[src/rtl/bst_pkg.sv]
/*
  Package for the boundary-scan test access port: TAP states, instruction
  codes, register widths and reset values shared by both ends.
  Assumes a single core clock that oversamples the test clock.
*/
package bst_pkg;

  typedef enum logic [3:0] {
    BST_TLR, BST_RTI, BST_SEL_DR, BST_CAP_DR, BST_SH_DR, BST_EX1_DR, BST_PA_DR, BST_EX2_DR, BST_UPD_DR,
    BST_SEL_IR, BST_CAP_IR, BST_SH_IR, BST_EX1_IR, BST_PA_IR, BST_EX2_IR, BST_UPD_IR
  } bst_state_type;

  localparam int unsigned BST_IR_W       = 3;
  localparam int unsigned BST_ID_W       = 32;
  localparam int unsigned BST_BSR_W      = 16;
  localparam int unsigned BST_IN_W       = 8;
  localparam int unsigned BST_OUT_W      = 7;
  localparam int unsigned BST_OE_CELL    = 15;
  localparam int unsigned BST_RESET_TMS  = 5;

  localparam logic [2:0]  BST_I_EXTEST   = 3'h0;
  localparam logic [2:0]  BST_I_IDCODE   = 3'h1;
  localparam logic [2:0]  BST_I_SAMPLE_Z = 3'h2;
  localparam logic [2:0]  BST_I_SAMPLE   = 3'h4;
  localparam logic [2:0]  BST_I_BYPASS   = 3'h7;
  localparam logic [1:0]  BST_IR_CAPTURE = 2'h1;

  // Identification value is arbitrary.
  localparam logic [31:0] BST_IDCODE_VAL = 32'h0A5A_5001;
  localparam logic [15:0] BST_BSR_RESET  = 16'h8000;

  localparam int unsigned BST_TCK_HALF   = 4;

endpackage

[src/rtl/bst_link_if.sv]
/*
  Interface carrying the four test pins between controller and device.
  TDO is a three-state pin expressed as value and enable.
*/
`timescale 1ns/1ns
interface bst_link_if;
  logic tck;
  logic tms;
  logic tdi;
  logic tdo;
  logic tdo_oe;

  modport dev (input tck, input tms, input tdi, output tdo, output tdo_oe);
  modport ctl (output tck, output tms, output tdi, input tdo, input tdo_oe);
endinterface

[src/rtl/bst_tap_dev.sv]
/*
  Device end of the boundary-scan test access port.
  Assumes core_clk runs far faster than the test clock; all pins are
  synchronised and test clock edges are found by sampling.
*/
// Functional notes
// - Sample on TCK rise, drive on fall
// - TMS pulled high, read at rise
// - TDI enters MSB, TDO from LSB
// - TDO driven only in shift states
// - Five TMS-high edges reset the TAP
// - Power-up reset leaves TDO high-Z
// - One data register selected by instruction
// - Three-bit instruction register shifted serially
// - IDCODE current after reset
// - Capture-IR loads binary 01 low
// - One-bit bypass cleared under BYPASS
// - Boundary cells capture pins, shift in Shift-DR
// - Capture under EXTEST, SAMPLE, SAMPLE Z
// - Hardwired 32-bit ID captured, shifted
// - Controller avoids three reserved codes; the bench still loads code 3, which the device treats as bypass
// - Instruction takes effect at Update-IR
// - EXTEST drives preloaded cells onto outputs
// - SAMPLE Z forces outputs high-Z
// - Idle board holds TCK low
// - SAMPLE captures pins, shift preloads
// - BYPASS puts bypass on path
// - Enable cell gates outputs, preset high
`timescale 1ns/1ns
module bst_tap_dev
  import bst_pkg::*;
(
  input  wire logic                           core_clk,
  input  wire logic                           rstn,
  bst_link_if.dev                             link,
  input  wire logic [bst_pkg::BST_IN_W-1:0]   pin_in,
  input  wire logic [bst_pkg::BST_OUT_W-1:0]  core_out,
  output logic      [bst_pkg::BST_OUT_W-1:0]  pin_out,
  output logic                                pin_oe,
  output logic                                test_mode
);
  import bst_pkg::*;

  // ==========================================================
  // Pin synchronisers and test clock edge detection.
  logic [2:0] tck_s_reg;
  logic [1:0] tms_s_reg;
  logic [1:0] tdi_s_reg;
  logic       tck_rise;
  logic       tck_fall;
  logic       tms_v;
  logic       tdi_v;
  logic [BST_IN_W-1:0] pin_s1_reg;
  logic [BST_IN_W-1:0] pin_s2_reg;

  always_ff @(posedge core_clk or negedge rstn) begin
    if (!rstn) begin
      tck_s_reg  <= 3'h0;
      tms_s_reg  <= 2'h3;
      tdi_s_reg  <= 2'h3;
      pin_s1_reg <= '0;
      pin_s2_reg <= '0;
    end else begin
      tck_s_reg  <= {tck_s_reg[1:0], link.tck};
      tms_s_reg  <= {tms_s_reg[0], link.tms};
      tdi_s_reg  <= {tdi_s_reg[0], link.tdi};
      pin_s1_reg <= pin_in;
      pin_s2_reg <= pin_s1_reg;
    end
  end

  assign tck_rise = tck_s_reg[1] & ~tck_s_reg[2];
  assign tck_fall = ~tck_s_reg[1] & tck_s_reg[2];
  // An unknown or floating TMS reads high, as with a pull-up.
  assign tms_v    = (tms_s_reg[1] !== 1'b0);
  assign tdi_v    = (tdi_s_reg[1] !== 1'b0);

  // ==========================================================
  // TAP state machine.
  bst_state_type state_reg;
  bst_state_type state_next;

  always_comb begin
    state_next = state_reg;
    unique case (state_reg)
      BST_TLR:    state_next = tms_v ? BST_TLR    : BST_RTI;
      BST_RTI:    state_next = tms_v ? BST_SEL_DR : BST_RTI;
      BST_SEL_DR: state_next = tms_v ? BST_SEL_IR : BST_CAP_DR;
      BST_CAP_DR: state_next = tms_v ? BST_EX1_DR : BST_SH_DR;
      BST_SH_DR:  state_next = tms_v ? BST_EX1_DR : BST_SH_DR;
      BST_EX1_DR: state_next = tms_v ? BST_UPD_DR : BST_PA_DR;
      BST_PA_DR:  state_next = tms_v ? BST_EX2_DR : BST_PA_DR;
      BST_EX2_DR: state_next = tms_v ? BST_UPD_DR : BST_SH_DR;
      BST_UPD_DR: state_next = tms_v ? BST_SEL_DR : BST_RTI;
      BST_SEL_IR: state_next = tms_v ? BST_TLR    : BST_CAP_IR;
      BST_CAP_IR: state_next = tms_v ? BST_EX1_IR : BST_SH_IR;
      BST_SH_IR:  state_next = tms_v ? BST_EX1_IR : BST_SH_IR;
      BST_EX1_IR: state_next = tms_v ? BST_UPD_IR : BST_PA_IR;
      BST_PA_IR:  state_next = tms_v ? BST_EX2_IR : BST_PA_IR;
      BST_EX2_IR: state_next = tms_v ? BST_UPD_IR : BST_SH_IR;
      BST_UPD_IR: state_next = tms_v ? BST_SEL_DR : BST_RTI;
    endcase
  end

  always_ff @(posedge core_clk or negedge rstn) begin
    if (!rstn) begin
      state_reg <= BST_TLR;
    end else if (tck_rise) begin
      state_reg <= state_next;
    end
  end

  // ==========================================================
  // Instruction register and decode.
  logic [BST_IR_W-1:0] ir_sh_reg;
  logic [BST_IR_W-1:0] ir_reg;
  logic                sel_bsr;
  logic                sel_id;

  always_ff @(posedge core_clk or negedge rstn) begin
    if (!rstn) begin
      ir_sh_reg <= BST_I_IDCODE;
    end else if (tck_rise) begin
      if (state_reg == BST_CAP_IR) begin
        ir_sh_reg <= {1'b0, BST_IR_CAPTURE};
      end else if (state_reg == BST_SH_IR) begin
        ir_sh_reg <= {tdi_v, ir_sh_reg[BST_IR_W-1:1]};
      end
    end
  end

  always_ff @(posedge core_clk or negedge rstn) begin
    if (!rstn) begin
      ir_reg <= BST_I_IDCODE;
    end else if (tck_rise) begin
      if (state_reg == BST_TLR) begin
        ir_reg <= BST_I_IDCODE;
      end else if (state_reg == BST_UPD_IR) begin
        ir_reg <= ir_sh_reg;
      end
    end
  end

  // Reserved codes fall through to the bypass path.
  assign sel_bsr = (ir_reg == BST_I_EXTEST) || (ir_reg == BST_I_SAMPLE)
                || (ir_reg == BST_I_SAMPLE_Z);
  assign sel_id  = (ir_reg == BST_I_IDCODE);

  // ==========================================================
  // Data registers.
  logic                 byp_reg;
  logic [BST_ID_W-1:0]  id_reg;
  logic [BST_BSR_W-1:0] bsr_reg;
  logic [BST_BSR_W-1:0] bsr_upd_reg;

  always_ff @(posedge core_clk or negedge rstn) begin
    if (!rstn) begin
      byp_reg <= 1'b0;
    end else if (tck_rise) begin
      if (state_reg == BST_CAP_DR) begin
        byp_reg <= 1'b0;
      end else if (state_reg == BST_SH_DR && !sel_bsr && !sel_id) begin
        byp_reg <= tdi_v;
      end
    end
  end

  always_ff @(posedge core_clk or negedge rstn) begin
    if (!rstn) begin
      id_reg <= BST_IDCODE_VAL;
    end else if (tck_rise && sel_id) begin
      if (state_reg == BST_CAP_DR) begin
        id_reg <= BST_IDCODE_VAL;
      end else if (state_reg == BST_SH_DR) begin
        id_reg <= {tdi_v, id_reg[BST_ID_W-1:1]};
      end
    end
  end

  always_ff @(posedge core_clk or negedge rstn) begin
    if (!rstn) begin
      bsr_reg <= BST_BSR_RESET;
    end else if (tck_rise && sel_bsr) begin
      if (state_reg == BST_CAP_DR) begin
        bsr_reg <= {bsr_upd_reg[BST_OE_CELL], pin_out, pin_s2_reg};
      end else if (state_reg == BST_SH_DR) begin
        bsr_reg <= {tdi_v, bsr_reg[BST_BSR_W-1:1]};
      end
    end
  end

  always_ff @(posedge core_clk or negedge rstn) begin
    if (!rstn) begin
      bsr_upd_reg <= BST_BSR_RESET;
    end else if (tck_rise) begin
      if (state_reg == BST_TLR) begin
        bsr_upd_reg <= BST_BSR_RESET;
      end else if (state_reg == BST_UPD_DR && sel_bsr) begin
        bsr_upd_reg <= bsr_reg;
      end
    end
  end

  // ==========================================================
  // TDO updated on the falling test clock edge; pin control follows ir_reg on every core_clk.
  logic tdo_reg;
  logic tdo_oe_reg;

  always_ff @(posedge core_clk or negedge rstn) begin
    if (!rstn) begin
      tdo_reg    <= 1'b0;
      tdo_oe_reg <= 1'b0;
    end else if (tck_fall) begin
      tdo_oe_reg <= (state_reg == BST_SH_DR) || (state_reg == BST_SH_IR);
      if (state_reg == BST_SH_IR) begin
        tdo_reg <= ir_sh_reg[0];
      end else if (sel_bsr) begin
        tdo_reg <= bsr_reg[0];
      end else if (sel_id) begin
        tdo_reg <= id_reg[0];
      end else begin
        tdo_reg <= byp_reg;
      end
    end
  end

  assign link.tdo    = tdo_reg;
  assign link.tdo_oe = tdo_oe_reg;

  always_ff @(posedge core_clk or negedge rstn) begin
    if (!rstn) begin
      pin_out <= '0;
      pin_oe  <= 1'b1;
    end else begin
      unique case (ir_reg)
        BST_I_EXTEST: begin
          pin_out <= bsr_upd_reg[BST_IN_W +: BST_OUT_W];
          pin_oe  <= bsr_upd_reg[BST_OE_CELL];
        end
        BST_I_SAMPLE_Z: begin
          pin_out <= core_out;
          pin_oe  <= 1'b0;
        end
        default: begin
          pin_out <= core_out;
          pin_oe  <= 1'b1;
        end
      endcase
    end
  end

  assign test_mode = (ir_reg == BST_I_EXTEST);

endmodule

[src/flat_wrapper.sv]
// flat-port wrapper written by rule: the top's interface ports become plain ports
module bst_tap_dev_flat import bst_pkg::*;
  (core_clk, rstn, pin_in, core_out, pin_out, pin_oe, test_mode, link_tck, link_tms, link_tdi, link_tdo, link_tdo_oe);
  bst_link_if link_i ();
  input  wire logic core_clk;
  input  wire logic rstn;
  input  wire logic [bst_pkg::BST_IN_W-1:0] pin_in;
  input  wire logic [bst_pkg::BST_OUT_W-1:0] core_out;
  output logic      [bst_pkg::BST_OUT_W-1:0] pin_out;
  output logic pin_oe;
  output logic test_mode;
  input wire logic [$bits(link_i.tck)-1:0] link_tck;
  input wire logic [$bits(link_i.tms)-1:0] link_tms;
  input wire logic [$bits(link_i.tdi)-1:0] link_tdi;
  output wire logic [$bits(link_i.tdo)-1:0] link_tdo;
  output wire logic [$bits(link_i.tdo_oe)-1:0] link_tdo_oe;
  assign link_i.tck = link_tck;
  assign link_i.tms = link_tms;
  assign link_i.tdi = link_tdi;
  assign link_tdo = link_i.tdo;
  assign link_tdo_oe = link_i.tdo_oe;
  bst_tap_dev u_core (.core_clk(core_clk), .rstn(rstn), .link(link_i), .pin_in(pin_in), .core_out(core_out), .pin_out(pin_out), .pin_oe(pin_oe), .test_mode(test_mode));
endmodule
[config.mk]
export PLATFORM = sky130hd
export DESIGN_NAME = bst_tap_dev_flat
export DESIGN_NICKNAME = d
export VERILOG_FILES = /design/src/rtl/bst_pkg.sv /design/src/rtl/bst_link_if.sv /design/src/rtl/bst_tap_dev.sv /design/src/flat_wrapper.sv
export SDC_FILE = /design/constraint.sdc
export NUM_CORES = 1
export LEC_CHECK = 0
export ABC_AREA = 1
export BUFFER_PORTS_ARGS = -buffer_cell sky130_fd_sc_hd__buf_4
export CAP_MARGIN = 20
export CORE_UTILIZATION = 55
export DETAILED_ROUTE_END_ITERATION = 10
export HOLD_SLACK_MARGIN = 0.12
export PLACE_DENSITY = 0.73
export SLEW_MARGIN = 20
export SYNTH_ARGS = -nofsm -noshare
export SYNTH_HDL_FRONTEND = slang
export SYNTH_SLANG_ARGS = --single-unit
[constraint.sdc]
create_clock -name core_clk -period 3.8 [get_ports core_clk]
set_clock_uncertainty 0.05 [all_clocks]
set_input_delay 0 -clock core_clk [delete_from_list [all_inputs] [get_ports core_clk]]
set_output_delay 0 -clock core_clk [all_outputs]
set_load 0.005 [all_outputs]
### Word level (Yosys, flattened, before mapping)

Index checks and enable logic that the tools add are counted.

* add/sub/neg operators: 0
* multipliers: 0
* div/mod/pow operators: 0
* $lt $le $gt $ge: 0
* equal/unequal tests: 20
* shift operators: 0
* multiplexer cells: 30
* bitwise operators: 4
* reductions and logical operators: 26

Operators by type and width (count)
* 16-bit two-way mux: 4
* 32-bit two-way mux: 2
* 4-bit case mux with 12 select lines: 1
* 4-bit equality test, second input constant: 8
* 3-bit two-way mux: 6
* 4-bit by 3-bit equality test with 1-bit output, second input constant: 4
* 4-bit two-way mux: 4
* 2-bit AND reduction: 6
* 2-bit nonzero test: 5
* 4-bit by 2-bit equality test with 1-bit output, second input constant: 2
* 1-bit two-way mux: 8
* 7-bit two-way mux: 1
* 2-bit two-way mux: 3
* 1-bit logical AND: 5
* 4-bit by 1-bit equality test with 1-bit output, second input constant: 1
* 4-bit logical NOT: 1
* 2-bit OR reduction: 2
* 3-bit by 1-bit equality test with 1-bit output, second input constant: 1
* 3-bit by 2-bit equality test with 1-bit output, second input constant: 1
* 3-bit equality test, second input constant: 1
* 3-bit logical NOT: 1
* 1-bit logical OR: 3
* 3-bit OR reduction: 1
* 1-bit AND: 2
* 4 further kinds: 7

* flip-flop bits (word level): 108
* bits in latches: 0
* memory bits (writable): 0
* memory bits (read-only): 0
* input bits: 20
* output and inout bits: 11
* logic and storage cells: 96
* memories kept: 0

### Logic depth before layout (Yosys ltp)

* depth in word-level cells: 8
* gate-level depth with buffers: 11
* mapped depth without buffers: 10

### Least setup slack after synthesis

OpenSTA, ideal clock, no wires.

* path kind: register -> register
* from: reg u_core.ir_reg[0]
* to: reg u_core.bsr_upd_reg[15]
* library setup time: 0.086 ns
* arrival: 1.351 ns
* data required time: 3.664 ns
* setup slack: 2.312 ns
* cell stages (with the launch flop): 8
* buffers on the path: 0
* clock period less this slack: 1.488 ns
* path through: dfstp_2 nor2_1 nor2_1 nor2_1 nor2_1 nor2_4 o21ai_0 o21ai_0

* word-level cells in the longest chain between the ends: 6
* elaborated cells between the ends (all ways): 8
* those cells by class: eq/ne: 2; reduce/logical: 6

Ends and longest elaborated chain
* from (decl): line bst_tap_dev.sv:116 `logic [BST_IR_W-1:0] ir_reg;`
* from (signal assigned): line bst_tap_dev.sv:139 `ir_reg <= ir_sh_reg;`
* 3-bit equality test or 3-bit logical NOT (tied branches): line bst_tap_dev.sv:145 `assign sel_bsr = (ir_reg == BST_I_EXTEST) || (ir_reg == BST_I_SAMPLE)`
* 1-bit logical OR: line bst_tap_dev.sv:145
* 1-bit logical OR (*): line bst_tap_dev.sv:146 `|| (ir_reg == BST_I_SAMPLE_Z);`
* 1-bit logical AND (*): line bst_tap_dev.sv:198 `end else if (state_reg == BST_UPD_DR && sel_bsr) begin`
* 2-bit nonzero test (no source line) (*)
* 2-bit AND reduction (no source line) (*)
* to (signal assigned): line bst_tap_dev.sv:199 `bsr_upd_reg <= bsr_reg;`
* to (decl): line bst_tap_dev.sv:154 `logic [BST_BSR_W-1:0] bsr_upd_reg;`

Every way passes the cells marked *; elsewhere a longest branch is shown, timed or not.
A chain may end at the register's enable or synchronous reset.

### Worst setup path after layout

* from: reg u_core.state_reg[1]
* to: reg u_core.id_reg[19]

* word-level cells in the longest chain between the ends: 3
* elaborated cells between the ends (all ways): 5
* those cells by class: eq/ne: 2; mux: 1; reduce/logical: 2

Ends and longest elaborated chain
* from (decl): line bst_tap_dev.sv:80 `bst_state_type state_reg;`
* from (signal assigned): line bst_tap_dev.sv:109 `state_reg <= state_next;`
* 4-bit by 3-bit equality test with 1-bit output or 4-bit by 2-bit equality test with 1-bit output (tied branches): line bst_tap_dev.sv:174, bst_tap_dev.sv:172
* 2-bit nonzero test (no source line)
* 2-bit AND reduction (no source line)
* to (signal assigned): line bst_tap_dev.sv:175 `id_reg <= {tdi_v, id_reg[BST_ID_W-1:1]};`
* to (decl): line bst_tap_dev.sv:152 `logic [BST_ID_W-1:0] id_reg;`

Parallel ways exist; a longest one is shown, timed or not.

==> metrics <==
status=complete, no violations; setup violators final=0; Area growth syn-to-layout=15.8%; Ports=31; synthesized flop and latch total=100; pre-CTS setup slack=1590 ps; Largest register FFs=32; total CTS buffers=9; CP Max Fanout=59; initial antenna violation count=0; DP Cell Count=554; R2R cell count=8; Post-Syn Area per Cell=slightly above 9 um^2; Final Critical Period=around 2200 ps; First DRT Iteration DRCs=roughly 180; Slew HR=around 44%; combinational power share=around a fifth; area of the core=0.00721 mm^2; die extent in y=approximately 88 um; CP required=slightly above 4000 ps; Worst-Margin Slew=between 800 and 900 ps; maxcap violations=0; Layout Cells excl Fill=589; part of the cycle the worst path needs=58.3%; fmax=between 400 and 500 MHz; via count=a little under 3000; PortBufs=30; largest net degree at the start of global routing=70; Setup CP Type=reg2reg; Int Pwr=1.79 mW; Cell variety after synth=28; effective utilization at floorplan=56.9%; final net count=approximately 510; pwr/cell area=approximately 550 mW/mm^2; Async SR Flop Fraction=between 90% and 100%; maximum vdd drop=0.000309 V; cell area after synthesis=between 0.004 and 0.005 mm^2; final WL=roughly 7.4 mm; Die ar.=around 0.008 mm^2; Ys Warns=0; Die W=88.4 um; 1st-pass router iterations=4; buffers from clock root to sink, at most=2; R2R Setup Slk=about 1600 ps; first-pass GRT wire length=12.6 mm; Final TNS setup=0 ps; post-synthesis cell count=around 440; Critical R2R Launch=u_core.state_reg[1]; share of layout cells above drive strength 1=about 16%; H-tree lvl count=3; Tot Pwr=between 2 and 3 mW; Fin Hold WS=a little over 200 ps; clock sinks=100; P_sw=0.832 mW; Final WS setup=about 1600 ps; DR DRC count=0; final instance area=0.00475 mm^2; clock network power share=26.5%; placed inst area=around 0.0043 mm^2; vias in the first global route=between 2000 and 3000; Main synth FF type=dfrtp_1; root buf cell=clkbuf_8; grt ovf=0; Worst Setup Start Kind=flop; post-DP HPWL=4.74 mm; gpl congestion=just under 0.9; post-synthesis net count=461; final hold violation count=0; RSZ-0062 raised after global routing=false; CP endpoint kind=flop; Final Max Slew Viols=0; CTS tree=done; Worst-path clk slew=100 ps; post-route ant nets=0; Leak=roughly 2.2 nW; Skew-Pair Late Insertion Delay=360 ps; row count=31; WL per Instance=~13 um; Flop pwr share=~52%; GRT Resource Usage Total=21.6%; Net Sw Frac=about a third; post-synthesis sequential area ratio=approximately three fifths; reg2reg end=u_core.id_reg[19]; ant diodes=0; vias per inst=between 5 and 6; Min-Delay Path Class=in2async; Final Util=about two thirds; number of synthesized flops with an enable pin=0; Arr. time, crit path=~2500 ps
## power by group through the flow
| stage | Clock, mW | Sequential, mW | Combinational [mW] |
|---|---|---|---|
| 2_1_floorplan | 0 | 1.35 | 0.432 |
| 3_3_place_gp | 0 | 1.38 | 0.534 |
| 3_5_place_dp | 0 | 1.39 | 0.541 |
| 4_1_cts | 0.721 | 1.37 | 0.560 |
| 5_1_grt | 0.763 | 1.39 | 0.637 |
| 6_report | 0.694 | 1.37 | 0.558 |
## cells in the final DEF, fill, tap and decap left out, types with 5 or more instances in the layout
cell type	count
buf_4	32
clkbuf_8	9
o21a_1	6
nand2_1	108
nand3_1	9
o21ai_0	73
nor2_1	45
dlygate4sd3_1	19
inv_1	38
o22ai_1	8
nand2_2	5
o211ai_1	8
dfstp_2	18
dfrtp_1	82
## logic make-up after synthesis
group                  share of synthesized area (%)
AND/OR/NAND/NOR                                 17.6
AO/OA/AOI/OAI                                   14.0
flip-flops                                      61.6
buffers and inverters                           6.80
## metal layers
metal	track usage, %	routed length, um	vias to the layer above
met2	32.0	3310	66
met3	3.08	199	13
li1	-	-	1512
met4	11.4	180	0
met5	0	0	-
met1	31.1	3720	1392
## how the worst max path moves through the flow
stage	startpoint	to	slack, ps	depth (start not counted)
floorplan	u_core.ir_reg[0]	u_core.bsr_upd_reg[15]	2310	7
global placement	u_core.state_reg[1]	u_core.bsr_reg[0]	1670	8
detailed placement	u_core.state_reg[1]	u_core.id_reg[19]	1590	8
CTS	u_core.state_reg[1]	u_core.id_reg[19]	1580	8
global route	u_core.state_reg[1]	u_core.id_reg[19]	1330	8
finish	u_core.state_reg[1]	u_core.id_reg[19]	1590	8
## cells in the mapped netlist (2+ instances only)
cell type    n  area share [%]
a21oi_1      4            0.49
a31oi_1      2            0.31
buf_2        4            0.49
buf_4        2            0.37
buf_6        5             1.4
clkbuf_1     7            0.64
dfrtp_1     82              50
dfstp_2     18              12
inv_1       38             3.5
inv_2        4            0.37
nand2_1    108             9.9
nand2_2      5            0.76
nand3_1      9             1.1
nand4_1      2            0.31
nor2_1      45             4.1
nor2_4       3            0.82
o211ai_1     8             1.5
o21a_1       6             1.1
o21ai_0     73             8.9
o22ai_1      8             1.2
## repair_timing
action	4_1_cts	5_1_grt
buffers inserted	0	0
endpoints found under the hold margin	70	0
resized for setup	0	0
hold buffers	19	0
## cell type report
| class | instances | area, um^2 |
|---|---|---|
| Timing Repair Buffer | 51 | 430 |
| Clock buffer | 9 | 124 |
| Multi-Input combinational cell | 280 | 1300 |
| Clock inverter | 7 | 88.8 |
| Inverter | 43 | 161 |
| Fill cell | 593 | 2460 |
| Sequential cell | 100 | 2520 |
| Tap cell | 99 | 124 |
## worst max-delay path, cell delays in order (launching register included)
cell,delay (ps)
dfrtp_1,510
nand2_1,140
inv_2,100
nand2_2,200
nand2_2,190
nand2_2,480
inv_2,260
nor2_1,60
a31oi_1,140
Note: power is estimated with default switching activity, not from simulation.
